**config.mk**
```make
export PLATFORM = sky130hd
export DESIGN_NAME = tmr16_core
export DESIGN_NICKNAME = d
export VERILOG_FILES = /design/src/hdl/tmr16_pkg.sv /design/src/hdl/tmr16_tick_gen.sv /design/src/hdl/tmr16_core.sv
export SDC_FILE = /design/constraint.sdc
export NUM_CORES = 1
export LEC_CHECK = 0
export BUFFER_PORTS_ARGS = -buffer_cell sky130_fd_sc_hd__clkbuf_2
export CORE_MARGIN = 2
export CORE_UTILIZATION = 62
export DETAILED_ROUTE_END_ITERATION = 10
export HOLD_SLACK_MARGIN = 0.15
export PLACE_DENSITY = 0.83
export SLEW_MARGIN = 30
export SYNTH_ARGS = -nofsm -noshare
export SYNTH_HDL_FRONTEND = slang
export SYNTH_SLANG_ARGS = --single-unit
```
**constraint.sdc**
```tcl
create_clock -name clk_sys_i -period 3.6 [get_ports clk_sys_i]
set_input_delay 0.36 -clock clk_sys_i [delete_from_list [all_inputs] [get_ports clk_sys_i]]
set_output_delay 0.36 -clock clk_sys_i [all_outputs]
set_load 0.01 [all_outputs]
```
**src/hdl/tmr16_pkg.sv**
```systemverilog
// Package: constants, modes and carriers of the 16-bit timer core
package tmr16_pkg;
   localparam int unsigned CNT_W = 16;
   localparam logic [15:0] BOTTOM_VAL = 16'h0000;
   localparam logic [15:0] MAX_VAL = 16'hffff;
   localparam logic [15:0] TOP_8BIT = 16'h00ff;
   localparam logic [15:0] TOP_9BIT = 16'h01ff;
   localparam logic [15:0] TOP_10BIT = 16'h03ff;
   localparam logic [15:0] CNT_RST = 16'h0000;
   localparam logic [7:0] CTRL_RST = 8'h00;
   localparam logic [3:0] IRQ_RST = 4'h0;
   // Interrupt bit positions in flag and mask registers
   localparam int unsigned IRQ_OVF = 0;
   localparam int unsigned IRQ_MA = 1;
   localparam int unsigned IRQ_MB = 2;
   localparam int unsigned IRQ_CAP = 3;
   // control_a fields
   localparam int unsigned CA_WGM_LO = 0;
   localparam int unsigned CA_COMB_LO = 4;
   localparam int unsigned CA_COMA_LO = 6;
   // control_b fields
   localparam int unsigned CB_CS_LO = 0;
   localparam int unsigned CB_WGM_HI = 3;
   localparam int unsigned CB_CAP_EDGE = 6;
   localparam int unsigned CB_CAP_FILT = 7;
   // Noise filter depth: samples that must agree
   localparam int unsigned FILT_LEN = 4;
   // Prescaler ratios, as log2 of the divide
   localparam logic [3:0] PS_8 = 4'h3;
   localparam logic [3:0] PS_64 = 4'h6;
   localparam logic [3:0] PS_256 = 4'h8;
   localparam logic [3:0] PS_1024 = 4'ha;

   // Register selector for the 8-bit access port
   typedef enum logic [3:0] {
      REG_CNT_LO, REG_CNT_HI, REG_CMPA_LO, REG_CMPA_HI, REG_CMPB_LO, REG_CMPB_HI,
      REG_CAP_LO, REG_CAP_HI, REG_CTRL_A, REG_CTRL_B, REG_FLAG, REG_MASK
   } tmr16_reg_t;

   // One CPU byte access
   typedef struct packed {
      logic wr;
      logic rd;
      tmr16_reg_t sel;
      logic [7:0] wdata;
   } tmr16_bus_t;
endpackage

```
**src/hdl/tmr16_tick_gen.sv**
```systemverilog
// Tick source: prescaler taps and external pin edge detection
`timescale 1ns/100ps
`default_nettype none
module tmr16_tick_gen #(
   parameter int unsigned PS_W = 10
) (
   input wire logic clk_sys_i,
   input wire logic rst_b_i,
   input wire logic [2:0] clk_sel_i,
   input wire logic ext_pin_i,
   output logic tick_o
);
   if (PS_W < 10) begin : g_bad_width
      $error("prescaler too narrow");
   end

   logic [PS_W-1:0] div_r;
   logic ext_prev_r;
   logic [PS_W:0] div_nxt;

   // ------------------------------------------------------------
   // Prescaler
   // ------------------------------------------------------------
   assign div_nxt = {1'b0, div_r} + 1'b1;
   always_ff @(posedge clk_sys_i or negedge rst_b_i) begin
      if (!rst_b_i) begin
         div_r <= '0;
      end else begin
         div_r <= div_nxt[PS_W-1:0];
      end
   end

   // Previous pin level for edge detection
   always_ff @(posedge clk_sys_i or negedge rst_b_i) begin
      if (!rst_b_i) begin
         ext_prev_r <= 1'b0;
      end else begin
         ext_prev_r <= ext_pin_i;
      end
   end

   function automatic logic tap(input logic [PS_W-1:0] d, input logic [3:0] lg);
      logic [PS_W-1:0] m;
      m = '0;
      m = (PS_W'(1) << lg) - PS_W'(1);
      tap = ((d & m) == m);
   endfunction

   // RQ5 source and edge select
   always_comb begin
      case (clk_sel_i)
         3'h1: tick_o = 1'b1;
         3'h2: tick_o = tap(div_r, tmr16_pkg::PS_8);
         3'h3: tick_o = tap(div_r, tmr16_pkg::PS_64);
         3'h4: tick_o = tap(div_r, tmr16_pkg::PS_256);
         3'h5: tick_o = tap(div_r, tmr16_pkg::PS_1024);
         3'h6: tick_o = ext_prev_r & ~ext_pin_i;
         3'h7: tick_o = ~ext_prev_r & ext_pin_i;
         // RQ6 no source, no tick
         default: tick_o = 1'b0;
      endcase
   end
endmodule
`default_nettype wire

```
**src/hdl/tmr16_core.sv**
```systemverilog
// 16-bit timer/counter core with compare, capture and byte access port
//
// Overview of operation
// RQ1: Counter, compares, capture are 16 bits, reached via two-step byte access.
// RQ2: Both control registers are 8 bits, read and written in one access.
// RQ3: Every request shows in the flag register, gated by its own mask bit.
// RQ4: Four sources: overflow, match A, match B, input capture.
// RQ5: Tick comes from prescaler or event pin, with selectable edge.
// RQ6: With no clock source the counter holds still.
// RQ7: Buffered compares checked every tick and drive waveform pins.
// RQ8: A compare match sets that channel's match flag.
// RQ9: Selected edge on capture pin or comparator loads counter into capture.
// RQ10: Optional filter suppresses short spikes before capture edge detection.
// RQ11: TOP is 0x00ff, 0x01ff, 0x03ff, compare A or capture per mode.
// RQ12: Compare A as PWM TOP gives no A output; TOP is double buffered.
// RQ13: Capture register may serve as fixed TOP, freeing compare A.
// RQ14: Bottom indication when counter becomes 0x0000.
// RQ15: Maximum indication when counter becomes 0xffff.
// RQ16: Timer works only while the power-off bit is zero.
// RQ17: CTC reload, phase-correct PWM, frequency generation, event counting.
// RQ18: High byte goes via shared temp; low write commits, low read latches.
// RQ19: CPU writes high byte first and reads low byte first.
// RQ20: CPU counter write beats clear or count in the same cycle.
// RQ21: Counter cleared, incremented or decremented per mode; always CPU accessible.
// RQ22: All registers reset to zero; timer stopped, interrupts masked.
`timescale 1ns/100ps
`default_nettype none
module tmr16_core #(
   parameter int unsigned FILT = tmr16_pkg::FILT_LEN
) (
   input wire logic clk_sys_i,
   input wire logic rst_b_i,
   input wire tmr16_pkg::tmr16_bus_t bus_i,
   output logic [7:0] rdata_o,
   input wire logic timer_power_off_bit_i,
   input wire logic event_count_pin_i,
   input wire logic capture_pin_i,
   input wire logic comparator_i,
   input wire logic cap_from_comp_i,
   input wire logic [3:0] irq_ack_i,
   output logic [3:0] irq_o,
   output logic wave_out_a_o,
   output logic wave_out_b_o,
   output logic bottom_o,
   output logic max_o
);
   if (FILT < 2 || FILT > 8) begin : g_bad_filt
      $error("filter length out of range");
   end

   logic [15:0] count_value_r, compare_a_value_r, compare_b_value_r, capture_value_r;
   logic [15:0] cmpa_buf_r, cmpb_buf_r;
   logic [7:0] temp_r, control_a, control_b;
   logic [3:0] timer_flag_reg, timer_mask_reg;
   logic down_r;
   logic [FILT-1:0] filt_sh_r;
   logic cap_lvl_r, cap_prev_r;
   logic timer_tick, tick_raw;
   logic [3:0] wgm;
   logic [15:0] top;
   logic pwm_mode, phase_mode, buf_at_top, at_top, at_bottom;
   logic cnt_wr, match_a, match_b, cap_evt, cap_src, ovf_evt;
   logic [3:0] set_ev;

   // ------------------------------------------------------------
   // Mode decode
   // ------------------------------------------------------------
   assign wgm = {control_b[tmr16_pkg::CB_WGM_HI +: 2], control_a[tmr16_pkg::CA_WGM_LO +: 2]};
   // RQ17 mode classes
   assign pwm_mode = (wgm != 4'h0) && (wgm != 4'h4) && (wgm != 4'hc);
   assign phase_mode = pwm_mode && (wgm[3:2] == 2'b10 || wgm[1:0] != 2'b00 && wgm[3:2] == 2'b00
                       || wgm == 4'hb || wgm == 4'ha);
   assign buf_at_top = phase_mode;

   // RQ11 top select
   always_comb begin
      case (wgm)
         4'h1, 4'h5: top = tmr16_pkg::TOP_8BIT;
         4'h2, 4'h6: top = tmr16_pkg::TOP_9BIT;
         4'h3, 4'h7: top = tmr16_pkg::TOP_10BIT;
         4'h4, 4'h9, 4'hb, 4'hf: top = cmpa_buf_r;
         // RQ13 capture as top
         4'h8, 4'ha, 4'hc, 4'he: top = capture_value_r;
         default: top = tmr16_pkg::MAX_VAL;
      endcase
   end

   assign at_top = (count_value_r == top);
   assign at_bottom = (count_value_r == tmr16_pkg::BOTTOM_VAL);
   // RQ16 gated by power-off bit
   assign timer_tick = tick_raw & ~timer_power_off_bit_i;
   assign cnt_wr = bus_i.wr && bus_i.sel == tmr16_pkg::REG_CNT_LO;

   tmr16_tick_gen #(.PS_W(10)) u_tick (
      .clk_sys_i(clk_sys_i),
      .rst_b_i(rst_b_i),
      .clk_sel_i(control_b[tmr16_pkg::CB_CS_LO +: 3]),
      .ext_pin_i(event_count_pin_i),
      .tick_o(tick_raw)
   );

   // ------------------------------------------------------------
   // Counter
   // ------------------------------------------------------------
   // RQ22 zero at reset
   always_ff @(posedge clk_sys_i or negedge rst_b_i) begin
      if (!rst_b_i) begin
         count_value_r <= tmr16_pkg::CNT_RST;
         down_r <= 1'b0;
      end else if (cnt_wr) begin
         // RQ20 CPU write wins
         count_value_r <= {temp_r, bus_i.wdata};
      end else if (timer_tick) begin
         // RQ21 clear, up or down
         if (phase_mode) begin
            if (at_top || (down_r && !at_bottom)) begin
               count_value_r <= count_value_r - 16'h0001;
               down_r <= 1'b1;
            end else begin
               count_value_r <= count_value_r + 16'h0001;
               down_r <= 1'b0;
            end
         end else if (at_top) begin
            count_value_r <= tmr16_pkg::BOTTOM_VAL;
         end else begin
            count_value_r <= count_value_r + 16'h0001;
         end
      end
   end

   // ------------------------------------------------------------
   // Compare buffers
   // ------------------------------------------------------------
   // RQ12 double buffered top and compares
   always_ff @(posedge clk_sys_i or negedge rst_b_i) begin
      if (!rst_b_i) begin
         cmpa_buf_r <= tmr16_pkg::CNT_RST;
         cmpb_buf_r <= tmr16_pkg::CNT_RST;
      end else if (!pwm_mode || (timer_tick && (buf_at_top ? at_top : at_bottom))) begin
         cmpa_buf_r <= compare_a_value_r;
         cmpb_buf_r <= compare_b_value_r;
      end
   end

   // RQ7 compare every tick
   assign match_a = timer_tick && !cnt_wr && count_value_r == cmpa_buf_r;
   assign match_b = timer_tick && !cnt_wr && count_value_r == cmpb_buf_r;
   assign ovf_evt = timer_tick && !cnt_wr && (phase_mode ? at_bottom && down_r : at_top || count_value_r ==
                    tmr16_pkg::MAX_VAL);

   // Waveform generators: toggle, clear or set on match in non-PWM, set/clear in PWM
   function automatic logic wave(input logic cur, input logic [1:0] com, input logic m, input logic pwm,
                                 input logic dn, input logic bot);
      logic nv;
      nv = cur;
      if (!pwm) begin
         if (m && com == 2'b01) nv = ~cur;
         if (m && com == 2'b10) nv = 1'b0;
         if (m && com == 2'b11) nv = 1'b1;
      end else if (com[1]) begin
         if (m) nv = com[0] ^ ~dn;
         else if (bot) nv = ~com[0];
      end
      wave = nv;
   endfunction

   always_ff @(posedge clk_sys_i or negedge rst_b_i) begin
      if (!rst_b_i) begin
         wave_out_a_o <= 1'b0;
         wave_out_b_o <= 1'b0;
      end else begin
         // RQ12 no A output when compare A is PWM top (modes 9, b, f)
         // Decode the mode, not the value: a fixed TOP equal to compare A must not mute the pin
         if (!(pwm_mode && (wgm == 4'h9 || wgm == 4'hb || wgm == 4'hf)))
            wave_out_a_o <= wave(wave_out_a_o, control_a[tmr16_pkg::CA_COMA_LO +: 2], match_a, pwm_mode,
                                 down_r, timer_tick && at_bottom && !phase_mode);
         wave_out_b_o <= wave(wave_out_b_o, control_a[tmr16_pkg::CA_COMB_LO +: 2], match_b, pwm_mode,
                              down_r, timer_tick && at_bottom && !phase_mode);
      end
   end

   // ------------------------------------------------------------
   // Capture path
   // ------------------------------------------------------------
   assign cap_src = cap_from_comp_i ? comparator_i : capture_pin_i;
   // RQ10 spike filter
   always_ff @(posedge clk_sys_i or negedge rst_b_i) begin
      if (!rst_b_i) begin
         filt_sh_r <= '0;
         cap_lvl_r <= 1'b0;
         cap_prev_r <= 1'b0;
      end else begin
         filt_sh_r <= {filt_sh_r[FILT-2:0], cap_src};
         if (!control_b[tmr16_pkg::CB_CAP_FILT]) cap_lvl_r <= cap_src;
         else if (&filt_sh_r) cap_lvl_r <= 1'b1;
         else if (~|filt_sh_r) cap_lvl_r <= 1'b0;
         cap_prev_r <= cap_lvl_r;
      end
   end

   // RQ9 edge select
   assign cap_evt = ~timer_power_off_bit_i && (control_b[tmr16_pkg::CB_CAP_EDGE] ? (cap_lvl_r & ~cap_prev_r)
                    : (~cap_lvl_r & cap_prev_r));

   // ------------------------------------------------------------
   // CPU-written registers
   // ------------------------------------------------------------
   // RQ18 temp latches high byte on write, counter or capture high on its own low read
   always_ff @(posedge clk_sys_i or negedge rst_b_i) begin
      if (!rst_b_i) begin
         temp_r <= tmr16_pkg::CTRL_RST;
      end else if (bus_i.wr && (bus_i.sel == tmr16_pkg::REG_CNT_HI || bus_i.sel == tmr16_pkg::REG_CMPA_HI ||
                   bus_i.sel == tmr16_pkg::REG_CMPB_HI || bus_i.sel == tmr16_pkg::REG_CAP_HI)) begin
         temp_r <= bus_i.wdata;
      end else if (bus_i.rd && bus_i.sel == tmr16_pkg::REG_CNT_LO) begin
         temp_r <= count_value_r[15:8];
      end else if (bus_i.rd && bus_i.sel == tmr16_pkg::REG_CAP_LO) begin
         temp_r <= capture_value_r[15:8];
      end
   end

   // RQ1 commit on low byte write
   always_ff @(posedge clk_sys_i or negedge rst_b_i) begin
      if (!rst_b_i) begin
         compare_a_value_r <= tmr16_pkg::CNT_RST;
         compare_b_value_r <= tmr16_pkg::CNT_RST;
         capture_value_r <= tmr16_pkg::CNT_RST;
      end else begin
         if (bus_i.wr && bus_i.sel == tmr16_pkg::REG_CMPA_LO) compare_a_value_r <= {temp_r, bus_i.wdata};
         if (bus_i.wr && bus_i.sel == tmr16_pkg::REG_CMPB_LO) compare_b_value_r <= {temp_r, bus_i.wdata};
         if (bus_i.wr && bus_i.sel == tmr16_pkg::REG_CAP_LO) capture_value_r <= {temp_r, bus_i.wdata};
         else if (cap_evt) capture_value_r <= count_value_r;
      end
   end

   // RQ2 single access control
   always_ff @(posedge clk_sys_i or negedge rst_b_i) begin
      if (!rst_b_i) begin
         control_a <= tmr16_pkg::CTRL_RST;
         control_b <= tmr16_pkg::CTRL_RST;
         timer_mask_reg <= tmr16_pkg::IRQ_RST;
      end else begin
         if (bus_i.wr && bus_i.sel == tmr16_pkg::REG_CTRL_A) control_a <= bus_i.wdata;
         if (bus_i.wr && bus_i.sel == tmr16_pkg::REG_CTRL_B) control_b <= bus_i.wdata;
         if (bus_i.wr && bus_i.sel == tmr16_pkg::REG_MASK) timer_mask_reg <= bus_i.wdata[3:0];
      end
   end

   // ------------------------------------------------------------
   // Flags and requests
   // ------------------------------------------------------------
   always_comb begin
      set_ev = '0;
      set_ev[tmr16_pkg::IRQ_OVF] = ovf_evt;
      // RQ8 match sets flag
      set_ev[tmr16_pkg::IRQ_MA] = match_a;
      set_ev[tmr16_pkg::IRQ_MB] = match_b;
      set_ev[tmr16_pkg::IRQ_CAP] = cap_evt;
   end

   // RQ4 four sticky flags; set beats write-one clear or ack
   always_ff @(posedge clk_sys_i or negedge rst_b_i) begin
      if (!rst_b_i) begin
         timer_flag_reg <= tmr16_pkg::IRQ_RST;
      end else begin
         timer_flag_reg <= (timer_flag_reg & ~(irq_ack_i | ((bus_i.wr && bus_i.sel == tmr16_pkg::REG_FLAG)
                           ? bus_i.wdata[3:0] : 4'h0))) | set_ev;
      end
   end

   // RQ3 per-bit masking; RQ14 RQ15 indications
   always_ff @(posedge clk_sys_i or negedge rst_b_i) begin
      if (!rst_b_i) begin
         irq_o <= tmr16_pkg::IRQ_RST;
         bottom_o <= 1'b0;
         max_o <= 1'b0;
      end else begin
         irq_o <= timer_flag_reg & timer_mask_reg;
         bottom_o <= at_bottom;
         max_o <= (count_value_r == tmr16_pkg::MAX_VAL);
      end
   end

   // Read mux, registered; compare reads bypass temp
   always_ff @(posedge clk_sys_i or negedge rst_b_i) begin
      if (!rst_b_i) begin
         rdata_o <= 8'h00;
      end else if (bus_i.rd) begin
         case (bus_i.sel)
            tmr16_pkg::REG_CNT_LO: rdata_o <= count_value_r[7:0];
            tmr16_pkg::REG_CMPA_LO: rdata_o <= compare_a_value_r[7:0];
            tmr16_pkg::REG_CMPA_HI: rdata_o <= compare_a_value_r[15:8];
            tmr16_pkg::REG_CMPB_LO: rdata_o <= compare_b_value_r[7:0];
            tmr16_pkg::REG_CMPB_HI: rdata_o <= compare_b_value_r[15:8];
            tmr16_pkg::REG_CAP_LO: rdata_o <= capture_value_r[7:0];
            tmr16_pkg::REG_CNT_HI, tmr16_pkg::REG_CAP_HI: rdata_o <= temp_r;
            tmr16_pkg::REG_CTRL_A: rdata_o <= control_a;
            tmr16_pkg::REG_CTRL_B: rdata_o <= control_b;
            tmr16_pkg::REG_FLAG: rdata_o <= {4'h0, timer_flag_reg};
            tmr16_pkg::REG_MASK: rdata_o <= {4'h0, timer_mask_reg};
            default: rdata_o <= 8'h00;
         endcase
      end
   end
endmodule
`default_nettype wire

```
==> flow_metrics.py <==
metrics = {
    "place": {
        "placed_cells": 1183,
        "place_ws_ns": 0.1523,
        "placed_wire_length_estimate_um": 21290,
        "port_buffer_count": 40,
        "routabilityCongestion": 1.018,
        "area_after_detailed_placement_um2": 10020,
    },
    "drt": {
        "finalWirelength_um": 30780,
        "drc": 0,
        "drt_iter0_markers": 1147,
        "viasPerCell": 7.081,
        "wl_per_cell_um": 25.29,
        "routed-via-count": 8617,
        "route.antenna.remaining_nets": 0,
        "drtPass1Iterations": 6,
    },
    "pwr": {
        "report.power.total_mw": 7.463,
        "max_vdd_drop_uv": 524.3,
        "p_per_area_nw_per_um2": 703.1,
        "power.leakage_nw": 4.624,
    },
    "yosys": {
        "postSynthCellCount": 973,
        "synth_area_in_compound_gates_pct": 18.68,
        "postSynthNetCount": 1002,
        "synth-edff-count": 0,
        "synth_area_per_cell_um2": 9.711,
        "synth_seq_cells": 162,
        "simple_gate_share_of_the_synthesized_area_pct": 14.12,
        "syn_area_um2": 9449,
        "synth_mux_area_share_pct": 14.09,
        "yosysWarningCount": 0,
        "synth-main-ff-cell": "sky130_fd_sc_hd__dfrtp_1",
        "synth_xor_xnor_area_share_pct": 4.820,
        "yosysUniqueCellTypes": 75,
        "synth_adder_area_share_pct": 0.5297,
        "synth.yosys.seq_area_share_pct": 42.90,
        "async_flop_share_pct": 100.0,
        "synth_top_family_by_area": "compound AO/OA/AOI/OAI gates",
    },
    "grt": {
        "grt_max_degree": 102,
        "grtUsageTotal_pct": 39.14,
        "initial_antenna_violation_count": 1,
        "gr-total-overflow": 0,
        "grt_pass1_wl_um": 47790,
        "grt_pass1_vias": 8312,
    },
    "die": {
        "dieArea_um2": 16240,
        "height_of_the_die_um": 127.5,
        "initial_utilization_pct": 62.85,
        "core-area_um2": 15030,
        "width_of_the_die_um": 127.5,
        "ios": 41,
        "rows": 45,
    },
    "sta": {
        "worst_pin_slew_ns": 0.7581,
        "tns_ns": 0,
        "timing.final.crit_period_ns": 3.437,
        "fmax_mhz": 290.9,
        "finalSetupViolations": 0,
        "setup_repair_after_global_routing_missed_its_margin": "no",
        "fin_skew_ns": 0.01542,
        "timing.hold.ws_ns": 0.1612,
        "report.final.hold_viol_count": 0,
        "period_share_pct": 95.48,
        "slew_viol_final": 0,
        "timing.slew.headroom_pct": 49.23,
        "final_critical_path_setup_slack_ns": 0.1626,
    },
    "clocking": {
        "cts_tree": "done",
        "worst_setup_hold_path_clk_slew_ns": 0.07,
        "cts.repair_timing.setup_buffer_count": 0,
        "cts-buffers-inserted": 17,
        "clk_root_buffer_cell": "sky130_fd_sc_hd__clkbuf_16",
        "cts_sinks": 162,
        "clk-insertion-delay-late_ns": 0.45,
        "ctsHtreeMaxLevel": 4,
        "clockBufferDepth": 2,
    },
    "layout": {
        "layout-drive-gt1-share_pct": 19.24,
        "final-instance-count-excl-fill": 1217,
        "post-route-util_pct": 70.60,
        "layout.cell_area.non_filler_um2": 10610,
        "area_delta_synth_final_pct": 12.33,
        "antenna_cells_inserted": 0,
        "finish.net_count": 1045,
    },
    "worst_setup_path": {
        "reg2reg_depth": 10,
        "critPathKind": "reg2reg",
        "crit-reg2reg-capture": "cmpb_buf_r[2]$_DFFE_PN0P_",
        "worst-endpoint-arrival_ns": 3.77,
        "critical_path_required_ns": 3.93,
        "ff2ff_setup_slack_ns": 0.16,
        "crit_path_max_fanout": 32,
        "worstSetupStartpointType": "flip-flop",
        "worst_setup_path_end_kind": "flip-flop",
        "worstReg2RegStart": "control_a[1]$_DFFE_PN0P_",
    },
    "worst_hold_path": {
        "hold_class": "in2reg",
        "min_to": "filt_sh_r[0]$_DFF_PN0_",
        "holdPathStages": 2,
        "hp-start": "capture_pin_i",
    },
    "flow_run": {
        "cap_viol_max_count": 0,
    },
    "status": {
        "outcome": "finished, final reports clean",
    },
}
-- worst max-delay path, cell delays in order (launching register included) --
cell and delay (ns):
sky130_fd_sc_hd__dfrtp_1 0.41, sky130_fd_sc_hd__or4b_1 0.54, sky130_fd_sc_hd__a21oi_1 0.18, sky130_fd_sc_hd__o21ai_0 0.12, sky130_fd_sc_hd__a2111o_1 0.38, sky130_fd_sc_hd__or4_4 0.57, sky130_fd_sc_hd__nor2_2 0.20, sky130_fd_sc_hd__inv_2 0.07
sky130_fd_sc_hd__o31ai_4 0.21, sky130_fd_sc_hd__buf_12 0.25, sky130_fd_sc_hd__mux2_1 0.37
-- timing repair --
item	4_1_cts	5_1_grt
setup endpoints to repair	0	5
hold buffers	2	0
endpoints found under the hold margin	62	0
gates resized for setup	0	1
-- placed cells by master (no fill, tap or decap), drive strengths merged, types with 19 or more instances in the layout --
cell type / Yosys / routed
clkbuf: 57 / 59
a22oi: 29 / 29
nand3: 27 / 27
xnor2: 19 / 19
a21oi: 27 / 27
mux2i: 34 / 34
nor3: 22 / 22
o21ai: 78 / 78
xor2: 33 / 33
dfrtp: 162 / 162
buf: 17 / 57
inv: 36 / 42
mux2: 88 / 88
nand2: 68 / 68
nor2: 56 / 56
-- synth_stat cells, drive strengths merged (4+ instances only) --
master  instances  area share (%)
dfrtp         162              43
mux2           88              10
o21ai          78             4.3
nand2          68             2.7
clkbuf         57             2.3
nor2           56             2.2
inv            36             1.4
mux2i          34             3.6
xor2           33             3.1
a22oi          29             2.3
a21oi          27             1.4
nand3          27             1.4
nor3           22             1.2
xnor2          19             1.8
buf            17             1.1
a31oi          15            0.99
o22ai          15            0.99
nor4           14            0.93
and3           13            0.86
o31ai          13             1.3
and2           10            0.66
nand2b         10            0.66
nor2b          10            0.66
nand4           9            0.60
or3             9            0.60
a211oi          8            0.64
a221oi          8            0.74
a32oi           8            0.74
o21a            5            0.40
a21boi          4            0.32
ha              4            0.53
nor4b           4            0.44
o221ai          4            0.37
o311a           4            0.42
-- area by class of cell --
cell class / instances / area [µm²]
multi-input combinational: 700 / 4941
fill: 1065 / 4419
sequential: 162 / 4054
timing repair buffer: 98 / 671.9
clock buffer: 20 / 456.7
tap: 188 / 235.2
inverter: 37 / 138.9
clock inverter: 12 / 116.4
-- power by group --
group / total [mW] / internal, mW / switching [mW]
logic: 2.72 / 1.16 / 1.56
registers: 2.96 / 2.33 / 0.634
clock network: 1.78 / 0.946 / 0.837
total: 7.46 / 4.43 / 3.03
-- per-layer routing --
| metal | vias to the layer above | GRT usage [%] | part of all wire (%) |
|---|---|---|---|
| li1 | 3667 | - | - |
| met1 | 4068 | 52.03 | 38 |
| met2 | 706 | 58.04 | 44 |
| met3 | 174 | 10.89 | 11 |
| met4 | 2 | 22.30 | 6.5 |
| met5 | - | 0 | 0.042 |
-- how the worst max path moves through the flow --
stage | start | endpoint | depth (start not counted)
2_1_floorplan | control_b[4]$_DFFE_PN0P_ | cmpa_buf_r[0]$_DFFE_PN0P_ | 11
3_3_place_gp | control_a[1]$_DFFE_PN0P_ | cmpb_buf_r[1]$_DFFE_PN0P_ | 10
3_5_place_dp | control_a[1]$_DFFE_PN0P_ | cmpb_buf_r[13]$_DFFE_PN0P_ | 10
4_1_cts | control_a[1]$_DFFE_PN0P_ | cmpb_buf_r[2]$_DFFE_PN0P_ | 10
5_1_grt | control_a[1]$_DFFE_PN0P_ | cmpb_buf_r[2]$_DFFE_PN0P_ | 11
6_report | control_a[1]$_DFFE_PN0P_ | cmpb_buf_r[2]$_DFFE_PN0P_ | 10
-- logic make-up after synthesis --
group | count (synthesis)
simple gates | 265
fa+ha+maj | 4
mux | 122
xor+xnor | 52
compound gates | 257
buf+inv | 111
flops | 162
(Power assumes the default switching activity.)
